**src/rtl/mms_pkg.sv**
```systemverilog
// constants, state codes and address decode shared by the management-mode
// support controller and its tagged write buffer.
// assumes one bus clock shared with the processor and the memory controller.
package mms_pkg;
  localparam int ADDR_W = 32;
  localparam int DATA_W = 32;
  // default management ram window, overlaid on main memory
  localparam logic [ADDR_W-1:0] MGMT_RAM_BASE = 32'h0003_8000;
  localparam logic [ADDR_W-1:0] MGMT_RAM_LAST = 32'h0003_ffff;
  // processor clocks soft reset stays blocked after mode exit (bus clock)
  localparam logic [4:0] EXIT_HOLD_CNT = 5'h14;
  // cycles the flush request is held low
  localparam logic [1:0] FLUSH_CNT = 2'h2;
  // cycles of a delivered soft reset pulse
  localparam logic [2:0] SRST_CNT = 3'h4;
  // second-level write buffer shape
  localparam int WBUF_DEPTH = 4;
  localparam int WBUF_PTR_W = 2;

  typedef enum logic [1:0] {
    MMS_IDLE = 2'b00,
    MMS_REQ = 2'b01,
    MMS_MODE = 2'b10,
    MMS_EXIT = 2'b11
  } mms_state_t;

  // true when an address falls inside the management ram window
  function automatic logic mms_in_mgmt_range(input logic [ADDR_W-1:0] a);
    return (a >= MGMT_RAM_BASE) && (a <= MGMT_RAM_LAST);
  endfunction : mms_in_mgmt_range
endpackage : mms_pkg

```
**src/rtl/mms_ctrl.sv**
```systemverilog
// chipset-side controller for the processor's management mode.
// assumes processor pins are synchronous to clk_sys, the request and
// mode-active pins are active low, and a bus cycle start is flagged by cpu_ads.
// Summary of operation
// - boot opens ram; no request before ready
// - decode 38000h window as management ram
// - other masters never reach management ram
// - write-back non-overlaid caching: force write-through
// - optionally disable caching with the request
// - mode-active steers overlaid accesses, processor only
// - write-through overlaid: flush on mode entry
// - caching kept: flush again at exit
// - cache disabled at flush: no second flush
// - write-back overlaid: flush with request, disable
// - mask inactive across save and restore
// - block soft reset, never hard reset
// - keep blocking 20 clocks or bus start
// - latch blocked soft reset, deliver later
// - write buffer entries carry mode tag
`timescale 1ns/1ns
module mms_ctrl
  import mms_pkg::*;
(
  input logic clk_sys,
  input logic rst_b,
  input logic cfg_writeback,
  input logic cfg_overlaid,
  input logic cfg_cache_in_mgmt,
  input logic cfg_kill_cache,
  input logic mgmt_ram_ready,
  input logic mgmt_ram_open,
  input logic sys_mgmt_req,
  output logic mgmt_interrupt_req_b,
  input logic mgmt_mode_active_b,
  input logic cpu_ads,
  output logic flush_b,
  output logic l2_flush,
  output logic cache_enable_in_b,
  output logic writeback_select,
  input logic sys_addr_bit20_mask_b,
  output logic addr_bit20_mask_b,
  input logic sys_soft_reset_req,
  output logic soft_reset_in_b,
  input logic sys_hard_reset,
  output logic hard_reset_out,
  input logic acc_valid,
  input logic acc_is_cpu,
  input logic [mms_pkg::ADDR_W-1:0] acc_addr,
  output logic acc_to_mgmt_ram,
  output logic acc_to_main,
  output logic acc_deny,
  input logic wr_valid,
  output logic wr_ready,
  input logic [mms_pkg::ADDR_W-1:0] wr_addr,
  input logic [mms_pkg::DATA_W-1:0] wr_data,
  output logic mem_valid,
  input logic mem_ready,
  output logic [mms_pkg::ADDR_W-1:0] mem_addr,
  output logic [mms_pkg::DATA_W-1:0] mem_data,
  output logic mem_to_mgmt_ram
);
  import mms_pkg::*;

  mms_state_t state;
  mms_state_t next_state;
  logic mode_q;
  logic [4:0] hold_cnt;
  logic [1:0] flush_cnt;
  logic [2:0] srst_cnt;
  logic srst_pend;
  logic cache_off;

  ////////////////////////////////////////////////////////////////////////////
  // mode-active edges; the pin is active low and already synchronous
  wire mode_now = !mgmt_mode_active_b;
  wire mode_entry = mode_now && !mode_q;
  wire mode_exit = !mode_now && mode_q;
  wire cfg_wt_ovl = !cfg_writeback && cfg_overlaid;
  wire cfg_wb_ovl = cfg_writeback && cfg_overlaid;
  wire cfg_wb_sep = cfg_writeback && !cfg_overlaid;
  // no request until the handler is installed; pending resets go first
  wire req_start = (state == MMS_IDLE) && sys_mgmt_req && mgmt_ram_ready &&
                   !srst_pend && (srst_cnt == 3'h0);

  // sequencer: request, mode, post-exit hold
  always_comb begin
    next_state = state;
    case (state)
      MMS_IDLE: if (req_start) next_state = MMS_REQ;
      MMS_REQ: if (mode_now) next_state = MMS_MODE;
      MMS_MODE: if (mode_exit) next_state = MMS_EXIT;
      MMS_EXIT: begin
        // a nested request re-enters before any i/o restart
        if (mode_now) next_state = MMS_MODE;
        else if (cpu_ads || hold_cnt == 5'h01) next_state = MMS_IDLE;
      end
      default: next_state = MMS_IDLE;
    endcase
  end

  ////////////////////////////////////////////////////////////////////////////
  // flush requests: the processor never flushes on its own, so every
  // flush comes from here; write-back flushes are long, so issue only once
  wire flush_start = (req_start && cfg_wb_ovl) ||
                     (mode_entry && cfg_wt_ovl) ||
                     (mode_exit && cfg_wt_ovl && cfg_cache_in_mgmt &&
                      !cache_off);
  wire [1:0] next_flush_cnt = flush_start ? FLUSH_CNT :
                              (flush_cnt != 2'h0) ? flush_cnt - 2'h1 : 2'h0;
  // cache disable: write-back overlaid always, write-back separate on kill, write-through overlaid when not cached
  wire cache_off_set = (req_start && (cfg_wb_ovl ||
    (cfg_wb_sep && cfg_kill_cache))) ||
    (mode_entry && cfg_wt_ovl && !cfg_cache_in_mgmt);
  wire next_cache_off = cache_off_set ||
                        (cache_off && next_state != MMS_IDLE);
  // write-back, separate ram, caching kept: force write-through
  wire wt_force = (next_state != MMS_IDLE) && cfg_wb_sep &&
                  cfg_cache_in_mgmt && !cfg_kill_cache;
  wire blocked = (next_state != MMS_IDLE);

  ////////////////////////////////////////////////////////////////////////////
  // soft reset: latched while blocked, set wins over delivery
  wire srst_deliver = srst_pend && (state == MMS_IDLE) &&
                      (next_state == MMS_IDLE) && (srst_cnt == 3'h0);
  wire next_srst_pend = sys_soft_reset_req ||
                        (srst_pend && !srst_deliver);
  wire [2:0] next_srst_cnt = srst_deliver ? SRST_CNT :
                             (srst_cnt != 3'h0) ? srst_cnt - 3'h1 : 3'h0;

  ////////////////////////////////////////////////////////////////////////////
  // access routing for the overlaid or separate management ram window
  wire acc_in_rng = mms_in_mgmt_range(acc_addr);
  wire mgmt_visible = mode_now || mgmt_ram_open;
  assign acc_to_mgmt_ram = acc_valid && acc_in_rng && acc_is_cpu &&
                           mgmt_visible;
  assign acc_deny = acc_valid && acc_in_rng && !acc_to_mgmt_ram &&
                    !cfg_overlaid;
  assign acc_to_main = acc_valid && !acc_to_mgmt_ram && !acc_deny;

  // state and counters
  always_ff @(posedge clk_sys) begin
    if (!rst_b) begin
      state <= MMS_IDLE;
      mode_q <= 1'b0;
      hold_cnt <= 5'h00;
      flush_cnt <= 2'h0;
      srst_cnt <= 3'h0;
      srst_pend <= 1'b0;
      cache_off <= 1'b0;
    end else begin
      state <= next_state;
      mode_q <= mode_now;
      hold_cnt <= mode_exit ? EXIT_HOLD_CNT :
                  (hold_cnt != 5'h00) ? hold_cnt - 5'h01 : 5'h00;
      flush_cnt <= next_flush_cnt;
      srst_cnt <= next_srst_cnt;
      srst_pend <= next_srst_pend;
      cache_off <= next_cache_off;
    end
  end

  // pin drivers, all registered; hard reset passes straight through
  always_ff @(posedge clk_sys) begin
    if (!rst_b) begin
      mgmt_interrupt_req_b <= 1'b1;
      flush_b <= 1'b1;
      l2_flush <= 1'b0;
      cache_enable_in_b <= 1'b0;
      writeback_select <= 1'b0;
      addr_bit20_mask_b <= 1'b1;
      soft_reset_in_b <= 1'b1;
      hard_reset_out <= 1'b0;
    end else begin
      mgmt_interrupt_req_b <= !(next_state == MMS_REQ);
      flush_b <= (next_flush_cnt == 2'h0);
      l2_flush <= (next_flush_cnt != 2'h0);
      cache_enable_in_b <= next_cache_off;
      writeback_select <= cfg_writeback && !wt_force;
      addr_bit20_mask_b <= sys_addr_bit20_mask_b || blocked;
      soft_reset_in_b <= (next_srst_cnt == 3'h0);
      hard_reset_out <= sys_hard_reset;
    end
  end

  // tagged second-level write buffer
  mms_wbuf u_mms_wbuf (
    .clk_sys(clk_sys),
    .rst_b(rst_b),
    .wr_valid(wr_valid),
    .wr_ready(wr_ready),
    .wr_addr(wr_addr),
    .wr_data(wr_data),
    .wr_mode_tag(mode_now),
    .mem_valid(mem_valid),
    .mem_ready(mem_ready),
    .mem_addr(mem_addr),
    .mem_data(mem_data),
    .mem_to_mgmt_ram(mem_to_mgmt_ram)
  );
endmodule : mms_ctrl

```
**src/rtl/mms_wbuf.sv**
```systemverilog
// second-level write buffer that keeps the mode-active status per entry.
// assumes the memory side may stall; routing uses the stored tag and stored address only.
`timescale 1ns/1ns
module mms_wbuf
  import mms_pkg::*;
(
  input logic clk_sys,
  input logic rst_b,
  input logic wr_valid,
  output logic wr_ready,
  input logic [mms_pkg::ADDR_W-1:0] wr_addr,
  input logic [mms_pkg::DATA_W-1:0] wr_data,
  input logic wr_mode_tag,
  output logic mem_valid,
  input logic mem_ready,
  output logic [mms_pkg::ADDR_W-1:0] mem_addr,
  output logic [mms_pkg::DATA_W-1:0] mem_data,
  output logic mem_to_mgmt_ram
);
  import mms_pkg::*;

  logic [ADDR_W-1:0] buf_addr [WBUF_DEPTH];
  logic [DATA_W-1:0] buf_data [WBUF_DEPTH];
  logic buf_tag [WBUF_DEPTH];
  logic [WBUF_PTR_W:0] wr_ptr;
  logic [WBUF_PTR_W:0] rd_ptr;

  ////////////////////////////////////////////////////////////////////////////
  // flags and handshakes; pointers carry a wrap bit so full is honest
  wire empty = (wr_ptr == rd_ptr);
  wire full = (wr_ptr[WBUF_PTR_W] != rd_ptr[WBUF_PTR_W]) &&
              (wr_ptr[WBUF_PTR_W-1:0] == rd_ptr[WBUF_PTR_W-1:0]);
  wire push = wr_valid && !full;
  wire pop = !empty && mem_ready;
  wire [WBUF_PTR_W-1:0] rd_idx = rd_ptr[WBUF_PTR_W-1:0];
  assign wr_ready = !full;
  assign mem_valid = !empty;
  assign mem_addr = buf_addr[rd_idx];
  assign mem_data = buf_data[rd_idx];
  // the stored tag, not the live pin, picks the target memory
  assign mem_to_mgmt_ram = buf_tag[rd_idx] &&
                           mms_in_mgmt_range(buf_addr[rd_idx]);

  // storage has no reset: only entries between the pointers are ever read
  always_ff @(posedge clk_sys) begin
    if (push) begin
      buf_addr[wr_ptr[WBUF_PTR_W-1:0]] <= wr_addr;
      buf_data[wr_ptr[WBUF_PTR_W-1:0]] <= wr_data;
      buf_tag[wr_ptr[WBUF_PTR_W-1:0]] <= wr_mode_tag;
    end
  end

  // pointers
  always_ff @(posedge clk_sys) begin
    if (!rst_b) begin
      wr_ptr <= '0;
      rd_ptr <= '0;
    end else begin
      if (push) wr_ptr <= wr_ptr + 1'b1;
      if (pop) rd_ptr <= rd_ptr + 1'b1;
    end
  end
endmodule : mms_wbuf
```
**config.mk**
```make
export PLATFORM = sky130hd
export DESIGN_NAME = mms_ctrl
export DESIGN_NICKNAME = d
export VERILOG_FILES = /design/src/rtl/mms_pkg.sv /design/src/rtl/mms_ctrl.sv /design/src/rtl/mms_wbuf.sv
export SDC_FILE = /design/constraint.sdc
export NUM_CORES = 1
export LEC_CHECK = 0
export CAP_MARGIN = 0
export CELL_PAD_IN_SITES_DETAIL_PLACEMENT = 2
export CELL_PAD_IN_SITES_GLOBAL_PLACEMENT = 2
export CORE_UTILIZATION = 47
export DETAILED_ROUTE_END_ITERATION = 7
export DONT_BUFFER_PORTS = 1
export PLACE_DENSITY = 0.76
export REMOVE_ABC_BUFFERS = 1
export SYNTH_ARGS = -nofsm -noshare
export SYNTH_HDL_FRONTEND = slang
export SYNTH_SLANG_ARGS = --single-unit
```
**constraint.sdc**
```tcl
create_clock -name clk_sys -period 4.2 [get_ports clk_sys]
set_input_delay 0 -clock clk_sys [delete_from_list [all_inputs] [get_ports clk_sys]]
set_output_delay 0 -clock clk_sys [all_outputs]
set_load 0.005 [all_outputs]
```
==> results_dict.tcl, run 1 <==
set metrics [dict create \
    cp_slowest_stage_delay_ns 0.95 \
    cts_num_sinks 290 \
    nNetsFinal 725 \
    pwr-share-clk 0.384 \
    cts_root_buffer "clkbuf_16" \
    syn-instance-count 503 \
    hold_viol 0 \
    ioPinCount 192 \
    crit_type "reg -> out" \
    worstMarginPinSlew_ns 1.06 \
    fin_crit_ns 2.91 \
    start_util 0.479 \
    core_mm2 0.0226 \
    p_int_mw 5.44 \
    gp_congestion 0.763 \
    async_reset_ff_frac 0 \
    grt_pass1_wl_mm 40.2 \
    required_ns 4.20 \
    grt.total_usage 0.237 \
    synth-seq-cells 290 \
    die_w_um 154 \
    finalWirelength_mm 27.5 \
    hold_ws_ns 0.0369 \
    syn_area_per_cell_um2 21.6 \
    cts_resized 0 \
    clk_path_buf_depth 3 \
    rsz0062_at_grt "no" \
    drt_iter0_markers 328 \
    status "finished clean" \
    ant_nets 0 \
    num_rows 55 \
    cts_tree "yes" \
    dieArea_mm2 0.0237 \
    grt_max_degree 67 \
    ys_types 48 \
    synth-edff-count 260 \
    drc 0 \
    p_sw_mw 1.77 \
    cts.hold.buffers_added 83 \
    cts_htree_levels 1 \
    pwr-share-comb 0.130 \
    ir_drop_mv 0.331 \
    final_common_cell "edfxtp_1" \
    cp-end-kind "primary output" \
    dp_slack_ns 1.68 \
    cp-start-kind "flop" \
    p_total_mw 7.21 \
    ys_top_cells_by_area "edfxtp_1 (72%), mux4_2 (12%), dfxtp_1 (5.5%)" \
    syn_to_final_growth_pct 19.6 \
    drive_above_1_share 0.187 \
    crit_chain "mux4_1 -> nor4b_1 -> nand4_1 -> nor2_1" \
    fp.dieH_um 154 \
    dr_total_vias 5317 \
    clk_latency_ns 0.55 \
    min_path_type "in -> out" \
    routed_via_density 5.84 \
    numCtsBuffers 30 \
    relSlewSlack 0.295 \
    tns_ns 0 \
    powerDensity_mw_per_mm2 556 \
    netlist_area_mm2 0.0108 \
    dp_hpwl_mm 14.3 \
    postCtsSetupRepairBufs 0 \
    final_cell_mix "edfxtp_1 (260), dlygate4sd3_1 (83), mux4_2 (58), clkbuf_16 (31), dfxtp_1 (28)" \
    first_pass_iters 4 \
    seqPwrFrac 0.485 \
    wire_per_inst_um 30.1 \
    ys_seq_area_frac 0.775 \
    fin_util 0.573 \
    finalMaxSlewViolations 0 \
    max_freq_ghz 0.343 \
    fin_skew_ns 0.0178 \
    n_antenna_cell 0 \
    path_clk_slew_ns 0.06 \
    synth_flop_cell "edfxtp_1" \
    slowest_stage "dfxtp_4" \
    finalCritPeriodShare 0.694 \
    crit_path_max_fanout 65 \
    setup_viol 0 \
    grt_pass1_vias 5911 \
    antenna_found_initial 2 \
    synth_top_area_cell "edfxtp_1" \
    critPathArrivalTime_ns 2.91 \
    reg2reg_slack_ns 1.55 \
    cap_viol_max_count 0 \
    ys_warn_count 0 \
    swShare 0.245 \
    yosysTopAreaCellShare 0.720 \
    setup_slack_ns 1.29 \
    port_buffers 0 \
    grt_overflow 0 \
    power.leakage_nw 4.18 \
]
-- power groups by stage --
stage / logic [mW] / clock network [mW] / registers, mW
6_report: 0.940 / 2.77 / 3.50
5_1_grt: 1.02 / 2.91 / 3.53
4_1_cts: 0.937 / 2.79 / 3.50
3_5_place_dp: 0.828 / 0 / 3.56
3_3_place_gp: 0.790 / 0 / 3.53
2_1_floorplan: 0.617 / 0 / 3.54
-- cells by family after synthesis --
kind of cell    synth area share
compound gates            0.0170
xor+xnor                 0.00646
fa+ha+maj                 0.0104
buf+inv                   0.0129
flops                      0.775
mux                        0.137
simple gates              0.0404
-- state kept, by name, indices dropped and copies added (netlist names), 3 cells and up, named ones only --
register             flops
u_mms_wbuf.wr_ptr        3
u_mms_wbuf.buf_addr    128
u_mms_wbuf.buf_tag       4
srst_cnt                 3
u_mms_wbuf.buf_data    128
u_mms_wbuf.rd_ptr        3
hold_cnt                 5
-- synthesized netlist by cell type (4+ instances only) --
| cell | n |
|---|---|
| a21boi_1 | 4 |
| a21oi_1 | 4 |
| and2_1 | 10 |
| buf_1 | 4 |
| buf_4 | 4 |
| clkbuf_1 | 4 |
| dfxtp_1 | 30 |
| edfxtp_1 | 260 |
| ha_1 | 9 |
| inv_1 | 6 |
| mux4_1 | 7 |
| mux4_2 | 58 |
| nand2_1 | 15 |
| nand3_1 | 5 |
| nor2_1 | 15 |
| nor2b_1 | 6 |
| nor3_1 | 5 |
| o21ai_1 | 4 |
| xnor2_1 | 7 |
-- per-stage QoR --
stage	area [µm²]	instances
2_1_floorplan	10700	486
3_5_place_dp	11100	772
6_report	13000	911
3_3_place_gp	11100	772
4_1_cts	13000	911
5_1_grt	13000	911
-- layout make-up --
type	count	area [µm²]
fill	1816	9670
sequential	290	8420
multi-input combinational	187	2300
clock buffer	42	847
timing repair buffer	84	838
tap	285	357
clock inverter	14	176
inverter	9	33.8
-- worst max-delay path: cells and delay by family (launching register included) --
kind             cells  cell delay (ns)
flip-flops           1             0.95
multiplexers         1             0.51
AND/OR/NAND/NOR      3             0.83
-- path summary, 6_finish.rpt --
check / cells after the start / from / endpoint
max reg2reg: 7 / srst_cnt[0] / flush_cnt[1]
min: 1 / cfg_overlaid / acc_deny
max: 4 / flop / mem_to_mgmt_ram
min reg2reg: 1 / flush_cnt[0] / flush_cnt[0]
-- routing by layer --
metal  track usage  vias up  wire length (µm)
li1              -     2274                 -
met2         0.432      194             14600
met3        0.0583       26              1720
met5             0        -                11
met4        0.0395        2               315
met1         0.289     2821             10800
No activity file was read; power rests on OpenSTA's default activity.
==> run 2: changes to the inputs <==
CORE_UTILIZATION = 43   (was 47)
PLACE_DENSITY = 0.73   (was 0.76)
clock period = 2.6 ns   (was 4.2 ns; I/O delays follow)
==> run 2 against run 1 <==
- global-route usage fell by 0.33 points
- core utilization fell by 2.4 points
- wire length rose by 9.2%
- sequential cell count did not move
- hold slack improved by 0.022 ns
- via count rose by 3.5%
- setup slack got worse by 1.3 ns
- cell count rose by 7.7%
- first-iteration DRC count rose by 22%
- non-clock buffer count rose by 30
- clock power rose by 63%
- critical path type unchanged
==> results_dict.tcl, run 2 (synthesis gave the netlist of run 1 again) <==
set metrics [dict create \
    setup_viol 0 \
    drc 0 \
    syn_to_final_growth_pct 24.3 \
    p_sw_mw 2.99 \
    crit_chain "buf_12 -> buf_6 -> mux4_2 -> nor4_4 -> nand4_1 -> nor2_2 -> buf_4" \
    worstMarginPinSlew_ns 0.836 \
    grt_pass1_wl_mm 43.4 \
    fin_skew_ns 0.0227 \
    core_mm2 0.0245 \
    min_to "acc_deny" \
    r2r_end "cache_enable_in_b" \
    relSlewSlack 0.441 \
    drt_iter0_markers 399 \
    reg2reg_slack_ns 0.07 \
    critPathArrivalTime_ns 2.58 \
    dr_total_vias 5502 \
    cts_num_sinks 290 \
    cp-end-kind "primary output" \
    tns_ns 0 \
    start_util 0.442 \
    cap_viol_max_count 0 \
    p_total_mw 12.0 \
    dp_hpwl_mm 18.1 \
    path_clk_slew_ns 0.06 \
    post_layout_nonfiller_instances 981 \
    port_buffers 0 \
    rr_worst_depth 8 \
    clk_path_buf_depth 3 \
    routed_via_density 5.61 \
    num_rows 57 \
    finalWirelength_mm 30.0 \
    seqPwrFrac 0.462 \
    hold_viol 0 \
    required_ns 2.60 \
    r2r-start "srst_cnt[1]" \
    powerDensity_mw_per_mm2 894 \
    die_w_um 161 \
    finalMaxSlewViolations 0 \
    cts_tree "yes" \
    grt.total_usage 0.234 \
    cts_htree_levels 1 \
    antenna_found_initial 1 \
    nNetsFinal 755 \
    fin_crit_ns 2.58 \
    finalCritPeriodShare 0.993 \
    p_int_mw 9.05 \
    cp_slowest_stage_delay_ns 0.57 \
    hold_depth 1 \
    slowest_stage "mux4_2" \
    swShare 0.249 \
    final_common_cell "edfxtp_1" \
    power.leakage_nw 4.41 \
    max_freq_ghz 0.387 \
    pwr-share-comb 0.163 \
    gp_congestion 0.729 \
    drive_above_1_share 0.239 \
    rsz0062_at_grt "yes" \
    cts_root_buffer "clkbuf_16" \
    pwr-share-clk 0.376 \
    hold_ws_ns 0.0591 \
    grt_pass1_vias 6165 \
    fp.dieH_um 161 \
    crit_path_max_fanout 3 \
    numCtsBuffers 30 \
    crit_family "simple AND/OR/NAND/NOR gates" \
    cp_num_buf_inv 3 \
    grt_max_degree 46 \
    grt_overflow 0 \
    ir_drop_mv 0.634 \
    ant_nets 0 \
    status "finished clean" \
    post-place-cells 828 \
    min_from "cfg_overlaid" \
    crit_type "reg -> out" \
    clk_latency_ns 0.55 \
    wire_per_inst_um 30.6 \
    final_cell_mix "edfxtp_1 (260), dlygate4sd3_1 (82), mux4_2 (60), clkbuf_16 (31), dfxtp_1 (28)" \
    ioPinCount 192 \
    dieArea_mm2 0.0259 \
    first_pass_iters 4 \
    cp-start-kind "flop" \
    min_path_type "in -> out" \
]
-- run 2: final cells by class --
cell class                      instances  area (µm²)
Antenna cell                            1        2.50
Clock buffer                           35         801
Clock inverter                         21         230
Fill cell                            2110       11100
Inverter                                9        33.8
Multi-Input combinational cell        187        2340
Sequential cell                       290        8420
Tap cell                              324         405
Timing Repair Buffer                  114        1240
-- run 2: worst max path at each step --
stage          startpoint         endpoint  slack (ns)  cells past startpoint
2_1_floorplan        flop  mem_to_mgmt_ram       -1.36                      4
3_5_place_dp         flop  mem_to_mgmt_ram        0.27                      6
3_3_place_gp         flop  mem_to_mgmt_ram        0.29                      6
4_1_cts              flop  mem_to_mgmt_ram       0.007                      7
5_1_grt              flop  mem_to_mgmt_ram       -0.06                      7
6_report             flop  mem_to_mgmt_ram        0.02                      7
-- run 2: power groups by stage --
stage	clock [mW]	sequential [mW]	combinational (mW)
after floorplan	0	5.72	0.997
after global placement	0	5.62	1.46
after detailed placement	0	5.67	1.54
after CTS	4.59	5.56	1.94
after global routing	4.76	5.58	2.11
final	4.52	5.56	1.96
-- run 2: what timing repair did --
action	CTS	global route
gates cloned	1	0
hold buffers	82	0
setup endpoints to repair	1	3
pin swaps	4	2
hold endpoints to repair	290	0
buffers inserted	12	1
resized for setup	10	6
-- run 2: stage by stage --
step	instance area [µm²]	utilization	setup WS, ns
finish	13500	0.549	0.0176
global route	13500	0.549	-0.0624
CTS	13400	0.548	0.00692
detailed placement	11400	0.465	0.273
global placement	11400	0.465	0.291
floorplan	10700	-	-1.36
-- run 2: routing by layer --
| layer | share of wire | track usage | up-vias |
|---|---|---|---|
| li1 | - | - | 2338 |
| met1 | 0.40 | 0.295 | 2905 |
| met2 | 0.52 | 0.416 | 226 |
| met3 | 0.063 | 0.0548 | 33 |
| met4 | 0.014 | 0.0395 | 0 |
| met5 | 0 | 0 | - |
==> run 3: changes to the inputs <==
ABC_AREA = 1   (was not set)
CORE_UTILIZATION = 38   (was 43)
PLACE_DENSITY = 0.72   (was 0.73)
SETUP_SLACK_MARGIN = 0.3   (was not set)
==> run 3 against run 2 <==
- register-to-register slack improved by 0.41 ns
- first-iteration DRC count decreased by 13%
- cell area increased by 1.8%
- largest power group unchanged
==> results_dict.tcl, run 3 <==
set metrics [dict create \
    status "finished clean" \
    powerDensity_mw_per_mm2 909 \
    dr_total_vias 7296 \
    ir_drop_mv 0.504 \
    drive_above_1_share 0.0847 \
    cap_viol_max_count 0 \
    postPlaceCellArea_mm2 0.0117 \
    max_freq_ghz 0.458 \
    synth-edff-count 260 \
    cp-end-kind "primary output" \
    ys_types 34 \
    seqPwrFrac 0.443 \
    fp.dieH_um 174 \
    dp_hpwl_mm 17.2 \
    worstMarginPinSlew_ns 0.706 \
    grt_pass1_vias 8269 \
    critPathArrivalTime_ns 2.18 \
    cts_root_buffer "clkbuf_16" \
    antenna_found_initial 3 \
    pwr-share-clk 0.386 \
    drt_iter0_markers 349 \
    finalWirelength_mm 31.9 \
    numCtsBuffers 31 \
    crit_type "reg -> out" \
    ys_warn_count 0 \
    grt_pass1_wl_mm 48.1 \
    grt.total_usage 0.209 \
    ys_top_cells_by_count "edfxtp_1 (260), nor2_1 (145), o21ai_0 (99), nand2_1 (90), o22ai_1 (48)" \
    ys_seq_area_frac 0.749 \
    cts_tree "yes" \
    core_mm2 0.0289 \
    clk_latency_ns 0.56 \
    hold_viol 0 \
    yosysTopAreaCellShare 0.695 \
    final_area_mm2 0.0137 \
    clk_path_buf_depth 3 \
    drc 0 \
    finalMaxSlewViolations 0 \
    p_sw_mw 3.43 \
    synth-seq-cells 290 \
    p_total_mw 12.5 \
    wl_met2_mm 16.8 \
    swShare 0.275 \
    cts_num_sinks 290 \
    relSlewSlack 0.528 \
    pwr-share-comb 0.171 \
    fin_crit_ns 2.18 \
    gp_congestion 0.678 \
    grt_max_degree 67 \
    grt_overflow 0 \
    wire_per_inst_um 23.1 \
    rsz0062_at_grt "no" \
    synth_flop_cell "edfxtp_1" \
    syn_to_final_growth_pct 22.1 \
    dr.max_layer_used "met4" \
    setup_viol 0 \
    crit_path_max_fanout 61 \
    power.leakage_nw 4.84 \
    start_util 0.389 \
    tns_ns 0 \
    netlist_area_mm2 0.0112 \
    fin_skew_ns 0.0134 \
    syn-instance-count 879 \
    finalCritPeriodShare 0.839 \
    min_path_type "in -> reg" \
    p_int_mw 9.04 \
    final_common_cell "edfxtp_1" \
    required_ns 2.60 \
    wl_met1_mm 13.0 \
    first_pass_iters 5 \
    ant_nets 0 \
    syn_area_per_cell_um2 12.8 \
    ys_top_cells_by_area "edfxtp_1 (70%), dfxtp_1 (5.3%), nor2_1 (4.8%)" \
    fillers 2834 \
    dieArea_mm2 0.0302 \
    met3_length_mm 1.50 \
    routed_via_density 5.29 \
    synth_top_area_cell "edfxtp_1" \
    port_buffers 0 \
    path_clk_slew_ns 0.06 \
    ioPinCount 192 \
    cts_htree_levels 1 \
    async_reset_ff_frac 0 \
    die_w_um 174 \
    num_rows 62 \
    synth_most_common_cell "edfxtp_1" \
    cp-start-kind "flop" \
    final_cell_mix "edfxtp_1 (260), nor2_1 (141), o21ai_0 (99), nand2_1 (90), dlygate4sd3_1 (81)" \
    nNetsFinal 1090 \
]
[run 3: kinds of logic (layout without fill, tap and decap cells)]
| logic type | after synthesis | in the layout | share of synthesized area |
|---|---|---|---|
| other | 0 | 2 | 0 |
| buffers and inverters | 94 | 207 | 0.0392 |
| adder cells (fa/ha/maj) | 9 | 9 | 0.0100 |
| AND/OR/NAND/NOR | 284 | 284 | 0.102 |
| XOR/XNOR | 5 | 5 | 0.00390 |
| flip-flops | 290 | 290 | 0.749 |
| AO/OA/AOI/OAI | 197 | 197 | 0.0959 |
[run 3: power groups by stage]
| stage | registers [mW] | clock network (mW) | logic [mW] |
|---|---|---|---|
| after global placement | 5.60 | 0 | 1.78 |
| after global routing | 5.55 | 5.08 | 2.35 |
| after floorplan | 5.69 | 0 | 1.11 |
| final | 5.53 | 4.81 | 2.14 |
| after CTS | 5.53 | 4.88 | 2.10 |
| after detailed placement | 5.62 | 0 | 1.87 |
[run 3: worst paths after layout]
| check | start | endpoint | slack [ns] | depth (start not counted) |
|---|---|---|---|---|
| worst max-delay path | flop | mem_to_mgmt_ram | 0.42 | 10 |
| worst min-delay path | wr_valid | u_mms_wbuf.wr_ptr[1] | 0.02 | 2 |
| worst max register to register | u_mms_wbuf.wr_ptr[0] | u_mms_wbuf.buf_addr[0][28] | 0.48 | 6 |
| worst min register to register | flush_cnt[0] | flush_cnt[0] | 0.43 | 1 |
[run 3: cell type report]
class	instances	area [µm²]	area share
antenna	2	5.00	0.000365
tap	384	480	0.0350
sequential	290	8410	0.613
multi-input combinational	495	2410	0.176
clock buffer	41	843	0.0615
inverter	51	210	0.0153
clock inverter	17	273	0.0199
timing repair buffer	98	1080	0.0787
[run 3: per-layer routing]
metal  vias to the layer above  global-route usage
met5                         -                   0
met3                        46              0.0418
li1                       3323                   -
met1                      3737               0.244
met4                         0              0.0552
met2                       190               0.387
[run 3: worst max-delay path: stages (launching register included)]
cell	delay, ns
dfxtp_4	0.37
buf_12	0.14
inv_16	0.17
nand2_1	0.12
nand3_1	0.09
nand2_1	0.06
clkinv_1	0.10
nand2_1	0.07
nor2_1	0.23
nand3_1	0.11
nor2_1	0.15
[run 3: what timing repair did]
action,in CTS,in global routing
gates cloned,1,1
gates resized for setup,4,3
setup endpoints to repair,29,10
pin swaps,0,0
buffers inserted,0,2
hold buffers,81,0
endpoints found under the hold margin,290,0
[run 3: stage by stage]
| stage | hold slack (ns) | setup slack [ns] | utilization | std cells |
|---|---|---|---|---|
| after detailed placement | 0.0783 | 0.491 | 0.404 | 1233 |
| after CTS | 0.0265 | 0.320 | 0.473 | 1373 |
| after global placement | 0.0734 | 0.534 | 0.404 | 1233 |
| after floorplan | 0.0687 | -1.92 | - | 836 |
| final | 0.0246 | 0.418 | 0.475 | 1378 |
| after global routing | 0.0519 | 0.317 | 0.475 | 1378 |
